$ cat src/spa_pkg.sv
package spa_pkg;

  // ----------------------------------------------------------------
  // device register map
  // ----------------------------------------------------------------
  localparam logic [11:0] ADDR_HIGH_OFF   = 12'h1F0;
  localparam logic [11:0] ADDR_LOW_OFF    = 12'h1F4;
  localparam logic [11:0] DW_FIRST_OFF    = 12'h200;
  localparam logic [11:0] DW_LAST_OFF     = 12'h2F8;

  localparam int          HI_USED_W       = 23;
  localparam int          HI_SEL_BIT      = 22;
  localparam int          PORT_FIELD_LSB  = 16;
  localparam int          PORT_FIELD_W    = 2;
  localparam int          NUM_PORTS       = 3;
  localparam int          MAC_SPLIT_BIT   = 8;
  localparam logic [22:0] HIGH_RESET      = 23'h24_FFFF;
  localparam logic [31:0] LOW_RESET       = 32'hFF0F_8000;
  localparam logic [31:0] DW_DATA_RESET   = 32'h0000_0000;

  // ----------------------------------------------------------------
  // eeprom byte addresses of the station address
  // ----------------------------------------------------------------
  localparam logic [7:0]  EE_FIRST_ADDR   = 8'h01;
  localparam logic [7:0]  EE_LAST_ADDR    = 8'h06;
  localparam logic [2:0]  EE_LOW_BYTES    = 3'h4;

  // ----------------------------------------------------------------
  // forwarded fabric command
  // ----------------------------------------------------------------
  localparam logic [3:0]  BE_ALL          = 4'hF;
  localparam logic [3:0]  BE_RESET        = 4'h0;
  localparam logic        DIR_WRITE       = 1'b0;
  localparam logic        DIR_READ        = 1'b1;
  localparam logic [15:0] INDEX_RESET     = 16'h0000;

  localparam int          DW_COUNT        = 12;
  localparam logic [11:0] DW_OFF [DW_COUNT] = '{
    12'h200, 12'h204, 12'h208, 12'h20C, 12'h210, 12'h214,
    12'h218, 12'h21C, 12'h220, 12'h2E8, 12'h2EC, 12'h224};
  localparam logic [15:0] DW_IDX [DW_COUNT] = '{
    16'h0001, 16'h0004, 16'h0401, 16'h0440, 16'h0441, 16'h0480,
    16'h0801, 16'h0840, 16'h0841, 16'h0842, 16'h0843, 16'h0880};

  // ----------------------------------------------------------------
  // controller registers on the ahb side
  // ----------------------------------------------------------------
  localparam logic [7:0]  HC_CMD_OFF      = 8'h00;
  localparam logic [7:0]  HC_WDATA_OFF    = 8'h04;
  localparam logic [7:0]  HC_RDATA_OFF    = 8'h08;
  localparam logic [7:0]  HC_STATUS_OFF   = 8'h0C;
  localparam int          CMD_READ_BIT    = 16;
  localparam int          ST_PENDING_BIT  = 0;
  localparam int          ST_INIT_BIT     = 1;
  localparam int          ST_BUSY_BIT     = 2;
  localparam int          ST_REFUSED_BIT  = 3;
  localparam logic [31:0] WORD_ZERO       = 32'h0000_0000;
  localparam logic [11:0] OFF_ZERO        = 12'h000;

endpackage : spa_pkg

$ cat src/spa_reg_if.sv
interface spa_reg_if;
  logic        req;
  logic        wr;
  logic [11:0] addr;
  logic [31:0] wdata;
  logic [31:0] rdata;
  logic        ack;
  logic        init_done;
  logic        busy;

  modport dev  (input req, wr, addr, wdata, output rdata, ack, init_done, busy);
  modport host (output req, wr, addr, wdata, input rdata, ack, init_done, busy);
endinterface : spa_reg_if

$ cat src/spa_dev.sv
// Contract
// bit 22 selects per-port station addresses
// per-port bits 41:40 from fields 21:16
// port fields reset 10,01,00; select 0
// high bits 15:0 hold 47:32, reset FFFFh
// low register holds 31:0, reset FF0F8000h
// 48-bit address sourced into pause frames
// programmed eeprom loads both address registers
// eeprom bytes 01h-04h fill low register
// eeprom bytes 05h,06h fill high register
// byte order follows ethernet reception order
// host writes addresses only after init
// write-only direct window at 200h-2F8h
// window write loads index, be, write, busy
// busy self-clears on completion; host watches
// window data delivered to target csr
// host never reads through the window
// general and port 0 offsets mapped
// port 1 offsets mapped
// byte enables gate bytes high to low
// direction: write 0, read 1
// host waits for busy before next
// high bits 31:23 read zero
//
// Chosen here: the AHB-Lite register port.
module spa_dev
  import spa_pkg::*;
#(
  parameter int PORTS = NUM_PORTS  // switch ports with own address
)(
  input  wire logic               MCLK_I,          // system clock
  input  wire logic               ARST_N_I,        // async reset, low
  spa_reg_if.dev                  REG,             // register port
  input  wire logic               EE_VALID_I,      // eeprom byte strobe
  input  wire logic [7:0]         EE_ADDR_I,       // eeprom byte address
  input  wire logic [7:0]         EE_DATA_I,       // eeprom byte value
  input  wire logic               EE_DONE_I,       // loader finished
  input  wire logic               CSR_DONE_I,      // fabric write done
  output logic      [15:0]        CSR_INDEX_O,     // target_csr_index
  output logic      [3:0]         TARGET_BYTE_ENABLES_O,        // target_byte_enables
  output logic                    CSR_DIR_O,       // access_direction
  output logic                    COMMAND_BUSY_FLAG_O,      // command_busy_flag
  output logic      [31:0]        CSR_WDATA_O,     // forwarded_write_value
  output logic [PORTS-1:0][47:0]  PAUSE_ADDR_O     // per-port source address
);

  // ----------------------------------------------------------------
  // elaboration checks
  // ----------------------------------------------------------------
  generate
    if (PORTS < 1 || PORT_FIELD_LSB + PORTS * PORT_FIELD_W > HI_SEL_BIT) begin : g_chk
      $error("spa_dev: port count does not fit the high register");
    end
    if (MAC_SPLIT_BIT + PORT_FIELD_W > 16 || HI_SEL_BIT != HI_USED_W - 1) begin : g_field_chk
      $error("spa_dev: high register fields overlap");
    end
    // every window table entry must be an aligned word inside the window
    for (genvar c = 0; c < DW_COUNT; c++) begin : g_tbl_chk
      if (DW_OFF[c] < DW_FIRST_OFF || DW_OFF[c] > DW_LAST_OFF ||
          DW_OFF[c][1:0] != 2'b00) begin : g_bad
        $error("spa_dev: window table entry outside the window");
      end
    end
  endgenerate

  // ----------------------------------------------------------------
  // address decode
  // ----------------------------------------------------------------
  logic [22:0] addr_high;
  logic [31:0] addr_low;
  logic        init_done;
  logic        busy;
  logic        dw_hit;
  logic [15:0] dw_index;

  wire host_wr   = REG.req & REG.wr;
  wire sel_high  = (REG.addr == ADDR_HIGH_OFF);
  wire sel_low   = (REG.addr == ADDR_LOW_OFF);
  wire host_high = host_wr & sel_high;
  wire host_low  = host_wr & sel_low;
  wire in_window = (REG.addr >= DW_FIRST_OFF) && (REG.addr <= DW_LAST_OFF);
  // a window write is dropped while busy or at an unmapped offset
  wire dw_write  = host_wr & in_window;
  wire dw_take   = dw_write & dw_hit & ~busy;

  // maps a window offset to its fabric csr index
  spa_dw_map spa_dw_map_inst (
    .off_i   (REG.addr),
    .hit_o   (dw_hit),
    .index_o (dw_index)
  );

  // window reads return zero; reserved high bits read zero
  logic [31:0] rd_mux;

  always_comb begin
    if (sel_high) begin
      rd_mux = {9'h000, addr_high};
    end else if (sel_low) begin
      rd_mux = addr_low;
    end else begin
      rd_mux = WORD_ZERO;
    end
  end

  // ----------------------------------------------------------------
  // eeprom byte placement
  // ----------------------------------------------------------------
  // loads are taken only until the loader reports done
  wire       ee_hit  = EE_VALID_I && ~init_done &&
                       (EE_ADDR_I >= EE_FIRST_ADDR) && (EE_ADDR_I <= EE_LAST_ADDR);
  wire [7:0] ee_rel  = EE_ADDR_I - EE_FIRST_ADDR;
  wire [2:0] ee_byte = ee_rel[2:0];
  wire       ee_low  = (ee_byte < EE_LOW_BYTES);
  // bytes past the fourth land in the high register
  wire [2:0] hi_byte = ee_byte - EE_LOW_BYTES;

  // ----------------------------------------------------------------
  // address registers
  // ----------------------------------------------------------------
  always_ff @(posedge MCLK_I or negedge ARST_N_I) begin
    if (!ARST_N_I) begin
      addr_high <= HIGH_RESET;
      addr_low  <= LOW_RESET;
      init_done <= 1'b0;
    end else begin
      if (EE_DONE_I) begin
        init_done <= 1'b1;
      end
      if (ee_hit) begin
        if (ee_low) begin
          addr_low[ee_byte[1:0]*8 +: 8] <= EE_DATA_I;
        end else begin
          addr_high[hi_byte[0]*8 +: 8] <= EE_DATA_I;
        end
      end else if (host_high) begin  // eeprom bytes win a same-cycle clash
        addr_high <= REG.wdata[HI_USED_W-1:0];
      end else if (host_low) begin
        addr_low <= REG.wdata;
      end
    end
  end

  // ----------------------------------------------------------------
  // forwarded fabric write command
  // ----------------------------------------------------------------
  // busy is set only while clear, so set and clear never meet
  wire        next_busy  = dw_take | (busy & ~CSR_DONE_I);
  wire [15:0] next_index = dw_take ? dw_index  : CSR_INDEX_O;
  wire [3:0]  next_be    = dw_take ? BE_ALL    : TARGET_BYTE_ENABLES_O;
  wire        next_dir   = dw_take ? DIR_WRITE : CSR_DIR_O;
  wire [31:0] next_wdata = dw_take ? REG.wdata : CSR_WDATA_O;

  always_ff @(posedge MCLK_I or negedge ARST_N_I) begin
    if (!ARST_N_I) begin
      CSR_INDEX_O <= INDEX_RESET;
      TARGET_BYTE_ENABLES_O    <= BE_RESET;
      CSR_DIR_O   <= DIR_WRITE;
      CSR_WDATA_O <= DW_DATA_RESET;
      busy        <= 1'b0;
    end else begin
      CSR_INDEX_O <= next_index;
      TARGET_BYTE_ENABLES_O    <= next_be;
      CSR_DIR_O   <= next_dir;
      CSR_WDATA_O <= next_wdata;
      busy        <= next_busy;
    end
  end

  assign COMMAND_BUSY_FLAG_O = busy;

  // ----------------------------------------------------------------
  // register port answer
  // ----------------------------------------------------------------
  always_ff @(posedge MCLK_I or negedge ARST_N_I) begin
    if (!ARST_N_I) begin
      REG.ack   <= 1'b0;
      REG.rdata <= WORD_ZERO;
    end else begin
      // every request, read or write, is answered on the next edge
      REG.ack   <= REG.req;
      REG.rdata <= REG.req ? rd_mux : REG.rdata;
    end
  end

  assign REG.init_done = init_done;
  assign REG.busy      = busy;

  // ----------------------------------------------------------------
  // per-port pause source addresses
  // ----------------------------------------------------------------
  wire       per_port   = addr_high[HI_SEL_BIT];
  // parts of the 48-bit address shared by every port
  wire [5:0] addr_top   = addr_high[15:MAC_SPLIT_BIT+2];
  wire [1:0] addr_split = addr_high[MAC_SPLIT_BIT +: PORT_FIELD_W];
  wire [7:0] addr_fifth = addr_high[MAC_SPLIT_BIT-1:0];

  genvar p;
  generate
    for (p = 0; p < PORTS; p++) begin : g_port
      wire [1:0]  own_bits = addr_high[PORT_FIELD_LSB + p*PORT_FIELD_W +: PORT_FIELD_W];
      // address bits 41:40 come from the port field while per-port is on
      wire [1:0]  bits4140 = per_port ? own_bits : addr_split;
      wire [47:0] src_addr = {addr_top, bits4140, addr_fifth, addr_low};
      always_ff @(posedge MCLK_I or negedge ARST_N_I) begin
        if (!ARST_N_I) begin
          PAUSE_ADDR_O[p] <= 48'h0000_0000_0000;
        end else begin
          PAUSE_ADDR_O[p] <= src_addr;
        end
      end
    end
  endgenerate

endmodule : spa_dev

$ cat src/spa_dw_map.sv
module spa_dw_map
  import spa_pkg::*;
(
  input  wire logic [11:0] off_i,   // register offset of the write
  output logic             hit_o,   // offset is a mapped window word
  output logic [15:0]      index_o  // fabric csr index for the offset
);

  // ----------------------------------------------------------------
  // one comparator per table entry, or-reduced
  // ----------------------------------------------------------------
  logic [DW_COUNT-1:0] match;
  logic [15:0]         part [DW_COUNT];
  logic [15:0]         acc  [DW_COUNT+1];

  assign acc[0] = INDEX_RESET;

  genvar g;
  generate
    for (g = 0; g < DW_COUNT; g++) begin : g_ent
      assign match[g]  = (off_i == DW_OFF[g]);
      assign part[g]   = match[g] ? DW_IDX[g] : INDEX_RESET;
      assign acc[g+1]  = acc[g] | part[g];
    end
  endgenerate

  assign hit_o   = |match;
  assign index_o = acc[DW_COUNT];

endmodule : spa_dw_map

$ cat src/flat_wrapper.sv
// flat-port wrapper written by rule: the top's interface ports become plain ports
module spa_dev_flat import spa_pkg::*;
#(
  parameter int PORTS = NUM_PORTS                                  
)
  (MCLK_I, ARST_N_I, EE_VALID_I, EE_ADDR_I, EE_DATA_I, EE_DONE_I, CSR_DONE_I, CSR_INDEX_O, TARGET_BYTE_ENABLES_O, CSR_DIR_O, COMMAND_BUSY_FLAG_O, CSR_WDATA_O, PAUSE_ADDR_O, REG_req, REG_wr, REG_addr, REG_wdata, REG_rdata, REG_ack, REG_init_done, REG_busy);
  spa_reg_if REG_i ();
  input  wire logic MCLK_I;
  input  wire logic ARST_N_I;
  input  wire logic EE_VALID_I;
  input  wire logic [7:0] EE_ADDR_I;
  input  wire logic [7:0] EE_DATA_I;
  input  wire logic EE_DONE_I;
  input  wire logic CSR_DONE_I;
  output logic      [15:0] CSR_INDEX_O;
  output logic      [3:0] TARGET_BYTE_ENABLES_O;
  output logic CSR_DIR_O;
  output logic COMMAND_BUSY_FLAG_O;
  output logic      [31:0] CSR_WDATA_O;
  output logic [PORTS-1:0][47:0] PAUSE_ADDR_O;
  input wire logic [$bits(REG_i.req)-1:0] REG_req;
  input wire logic [$bits(REG_i.wr)-1:0] REG_wr;
  input wire logic [$bits(REG_i.addr)-1:0] REG_addr;
  input wire logic [$bits(REG_i.wdata)-1:0] REG_wdata;
  output wire logic [$bits(REG_i.rdata)-1:0] REG_rdata;
  output wire logic [$bits(REG_i.ack)-1:0] REG_ack;
  output wire logic [$bits(REG_i.init_done)-1:0] REG_init_done;
  output wire logic [$bits(REG_i.busy)-1:0] REG_busy;
  assign REG_i.req = REG_req;
  assign REG_i.wr = REG_wr;
  assign REG_i.addr = REG_addr;
  assign REG_i.wdata = REG_wdata;
  assign REG_rdata = REG_i.rdata;
  assign REG_ack = REG_i.ack;
  assign REG_init_done = REG_i.init_done;
  assign REG_busy = REG_i.busy;
  spa_dev #(.PORTS(PORTS)) u_core (.MCLK_I(MCLK_I), .ARST_N_I(ARST_N_I), .REG(REG_i), .EE_VALID_I(EE_VALID_I), .EE_ADDR_I(EE_ADDR_I), .EE_DATA_I(EE_DATA_I), .EE_DONE_I(EE_DONE_I), .CSR_DONE_I(CSR_DONE_I), .CSR_INDEX_O(CSR_INDEX_O), .TARGET_BYTE_ENABLES_O(TARGET_BYTE_ENABLES_O), .CSR_DIR_O(CSR_DIR_O), .COMMAND_BUSY_FLAG_O(COMMAND_BUSY_FLAG_O), .CSR_WDATA_O(CSR_WDATA_O), .PAUSE_ADDR_O(PAUSE_ADDR_O));
endmodule
$ cat config.mk
export PLATFORM = sky130hd
export DESIGN_NAME = spa_dev_flat
export DESIGN_NICKNAME = d
export VERILOG_FILES = /design/src/spa_pkg.sv /design/src/spa_reg_if.sv /design/src/spa_dev.sv /design/src/spa_dw_map.sv /design/src/flat_wrapper.sv
export SDC_FILE = /design/constraint.sdc
export NUM_CORES = 1
export LEC_CHECK = 0
export BUFFER_PORTS_ARGS = -buffer_cell sky130_fd_sc_hd__buf_2
export CAP_MARGIN = 15
export CORE_UTILIZATION = 54
export DETAILED_ROUTE_END_ITERATION = 10
export PLACE_DENSITY = 0.85
export SKIP_CTS_REPAIR_TIMING = 1
export SLEW_MARGIN = 20
export SYNTH_ARGS = -nofsm -noshare
export SYNTH_HDL_FRONTEND = slang
export SYNTH_SLANG_ARGS = --single-unit
$ cat constraint.sdc
create_clock -name MCLK_I -period 6.3 [get_ports MCLK_I]
set_input_delay 0.315 -clock MCLK_I [delete_from_list [all_inputs] [get_ports MCLK_I]]
set_output_delay 0.315 -clock MCLK_I [all_outputs]
set_load 0.02 [all_outputs]
==> impl_metrics.py <==
metrics = {
    "outcome": {
        "outcome": "complete, but fails checks",
        "violations": "negative hold slack",
    },
    "routing": {
        "vias": 5951,
        "antenna_left": 0,
        "finalWirelength_microns": 19700,
        "drc": 0,
        "wl_per_cell_microns": 17.5,
        "first_pass_iters": 5,
        "drtIter0Drc": 346,
        "vias_per_cell": 5.27,
    },
    "cts": {
        "clock_latency_ps": 430,
        "cts_tree": "yes",
        "root_buffer": "clkbuf_16",
        "clkTransAtPathRegs_ps": 70,
        "htree_levels": 4,
        "cts.sinks": 182,
        "clk_path_buf_depth": 2,
        "cts_buffers": 17,
    },
    "layout": {
        "num-nets-final": 976,
        "drive_gt1_frac": 0.444,
        "stdcell_count": 1129,
        "area_growth_syn_to_layout_pct": 16.7,
    },
    "floorplan": {
        "rows": 45,
        "initial_core_util": 0.559,
        "ios": 300,
        "die-area_sq_um": 16400,
        "core_area_sq_um": 15300,
        "die_w_microns": 128,
        "die_y_microns": 128,
    },
    "synthesis": {
        "synth_common_cells": "dfrtp_1, buf_4, mux2_1, nand2_1, mux2_2",
        "syn_area_sq_um": 8560,
        "synth.area.top_cells": "dfrtp_1, mux2_1, dfstp_2, buf_4, mux2_2",
        "synth_warnings": 0,
        "synth_top_area_share": 0.441,
        "synth.most_common_cell": "dfrtp_1",
        "synth-async-reset-ratio": 1.00,
        "synth-edff-count": 0,
        "avgSynthCellArea_sq_um": 11.9,
        "syn_inst": 722,
        "synthDistinctLibCells": 55,
        "ys_seq_area_frac": 0.536,
        "synthFlopType": "dfrtp_1",
        "yosysTopAreaCell": "dfrtp_1",
        "yosys_register_bits": 182,
    },
    "setup_path": {
        "arrival_ps": 3100,
        "slowest_delay_ps": 620,
        "worstPathRequired_ps": 6660,
        "cpLargestDelayFamily": "multiplexers",
        "crit_path_start_kind": "input pin",
        "path_cells": "buf_2 -> inv_1 -> ha_1 -> nor3b_1 -> nor4_4 -> buf_4 -> mux2i_2 -> mux2_2",
        "path_class": "in -> reg",
        "crit_slowest_cell": "mux2i_2",
        "critPathCaptureType": "register",
        "path_max_fanout": 29,
        "path_buf_inv": 3,
    },
    "timing": {
        "max_slew.worst_pin.slew_ps": 1050,
        "finalCritPeriodShare": 0.435,
        "finalSetupViolations": 0,
        "slew_headroom": 0.303,
        "skew_ps": 8.72,
        "fin_tns_setup_ps": 0,
        "hold_violations": 21,
        "drv_slew": 0,
        "fmax_mhz": 365,
        "rsz0062_at_grt": "no",
        "finalHoldWorstSlack_ps": -48.8,
        "finalCriticalPeriod_ps": 2740,
    },
    "placement": {
        "numPortBuffers": 289,
        "dp_cells": 1096,
        "gp_congestion": 0.868,
        "dp_hpwl_microns": 14300,
    },
    "hold_path": {
        "hp-class": "in -> async",
    },
    "job": {
        "max_cap_viol_count": 0,
    },
    "grt": {
        "grt_antenna_before_repair": 1,
        "grt_max_degree": 104,
        "overflow": 0,
        "grt_usage": 0.253,
        "grt_pass1_vias": 5710,
        "grt_first_pass_wirelength_microns": 31000,
    },
    "power_and_ir_drop": {
        "p_leak_uw": 0.00546,
        "swShare": 0.235,
        "internal_power_uw": 1880,
        "power.total_uw": 2460,
        "ir_drop_v": 0.000170,
        "clkPwrFrac": 0.438,
        "comb_power_share": 0.075,
        "power_density_nw_per_um2": 246,
        "power_frac_seq": 0.487,
        "p_switching_uw": 578,
    },
}
==> through the flow <==
stage | worst slack (ps) | instance area (sq um) | utilization
3_5_place_dp | 3110 | 9390 | 0.613
2_1_floorplan | 3500 | 8600 | -
5_1_grt | 3380 | 10000 | 0.653
6_report | 3560 | 10000 | 0.653
3_3_place_gp | 3250 | 9390 | 0.613
4_1_cts | 3560 | 9990 | 0.652
==> cell families (layout without fill, tap and decap cells) <==
kind of cell,Yosys count,count (layout),share of synthesized area
simple gates,146,146,0.0880
compound gates,77,77,0.0568
flops,182,182,0.536
other cells,1,11,0.000438
mux,138,138,0.181
fa+ha+maj,5,5,0.00731
xor+xnor,3,3,0.00307
buf+inv,170,356,0.127
==> flip-flops by register name (all words and copies together) (netlist names) <==
register and count:
u_core.PAUSE_ADDR_O 52, u_core.CSR_WDATA_O 32, u_core.REG.init_done 1, u_core.addr_low 32, u_core.addr_high 23, u_core.REG.ack 1, u_core.CSR_INDEX_O 7, u_core.TARGET_BYTE_ENABLES_O 1
u_core.COMMAND_BUSY_FLAG_O 1, u_core.REG.rdata 32
==> power by group through the flow <==
stage	combinational (uW)	clock [uW]	sequential (uW)
2_1_floorplan	78.9	0	1240
3_3_place_gp	182	0	1220
3_5_place_dp	185	0	1220
4_1_cts	186	1090	1200
5_1_grt	204	1140	1200
6_report	184	1080	1200
==> path summary, 6_finish.rpt <==
| check | from | endpoint | slack, ps | cells after the start |
|---|---|---|---|---|
| min in group MCLK_I | CSR_DONE_I | u_core.COMMAND_BUSY_FLAG_O | 70 | 2 |
| max | EE_ADDR_I[0] | u_core.addr_high[7] | 3560 | 8 |
| min | ARST_N_I | u_core.CSR_WDATA_O[11] | -50 | 1 |
| min reg2reg | u_core.addr_low[29] | u_core.PAUSE_ADDR_O[29] | 400 | 0 |
| max reg2reg | u_core.REG.init_done | u_core.addr_high[7] | 3610 | 5 |
| max in group asynchronous | ARST_N_I | u_core.PAUSE_ADDR_O[22] | 5190 | 2 |
==> layer usage <==
metal / up-vias / track usage / wire length (microns)
met2: 235 / 0.416 / 9740
li1: 2738 / - / -
met3: 29 / 0.0555 / 1200
met4: 0 / 0.103 / 403
met1: 2949 / 0.325 / 8390
met5: - / 0 / 0
==> cell type report <==
type	count	area [sq um]
Sequential cell	182	4590
Clock buffer	20	447
Timing Repair Buffer	294	1500
Multi-Input combinational cell	379	2930
Inverter	30	113
Antenna cell	1	2.50
Tap cell	211	264
Fill cell	1198	5320
Clock inverter	12	150
==> cell usage in the layout (no fill, tap or decap), drive strengths merged, types with 21 or more instances in the layout <==
| cell | n |
|---|---|
| buf | 293 |
| nand2 | 44 |
| inv | 32 |
| clkbuf | 21 |
| mux2i | 22 |
| mux2 | 116 |
| a21oi | 23 |
| nor2 | 35 |
| dfrtp | 151 |
| a22oi | 23 |
| dfstp | 31 |
==> worst register-to-register path, delay by kind of cell, from the launching register on <==
family / cells / cell delay (ps)
mux: 2 / 1030
simple gates: 2 / 780
buf+inv: 1 / 420
flops: 1 / 390
(Power assumes the default switching activity.)
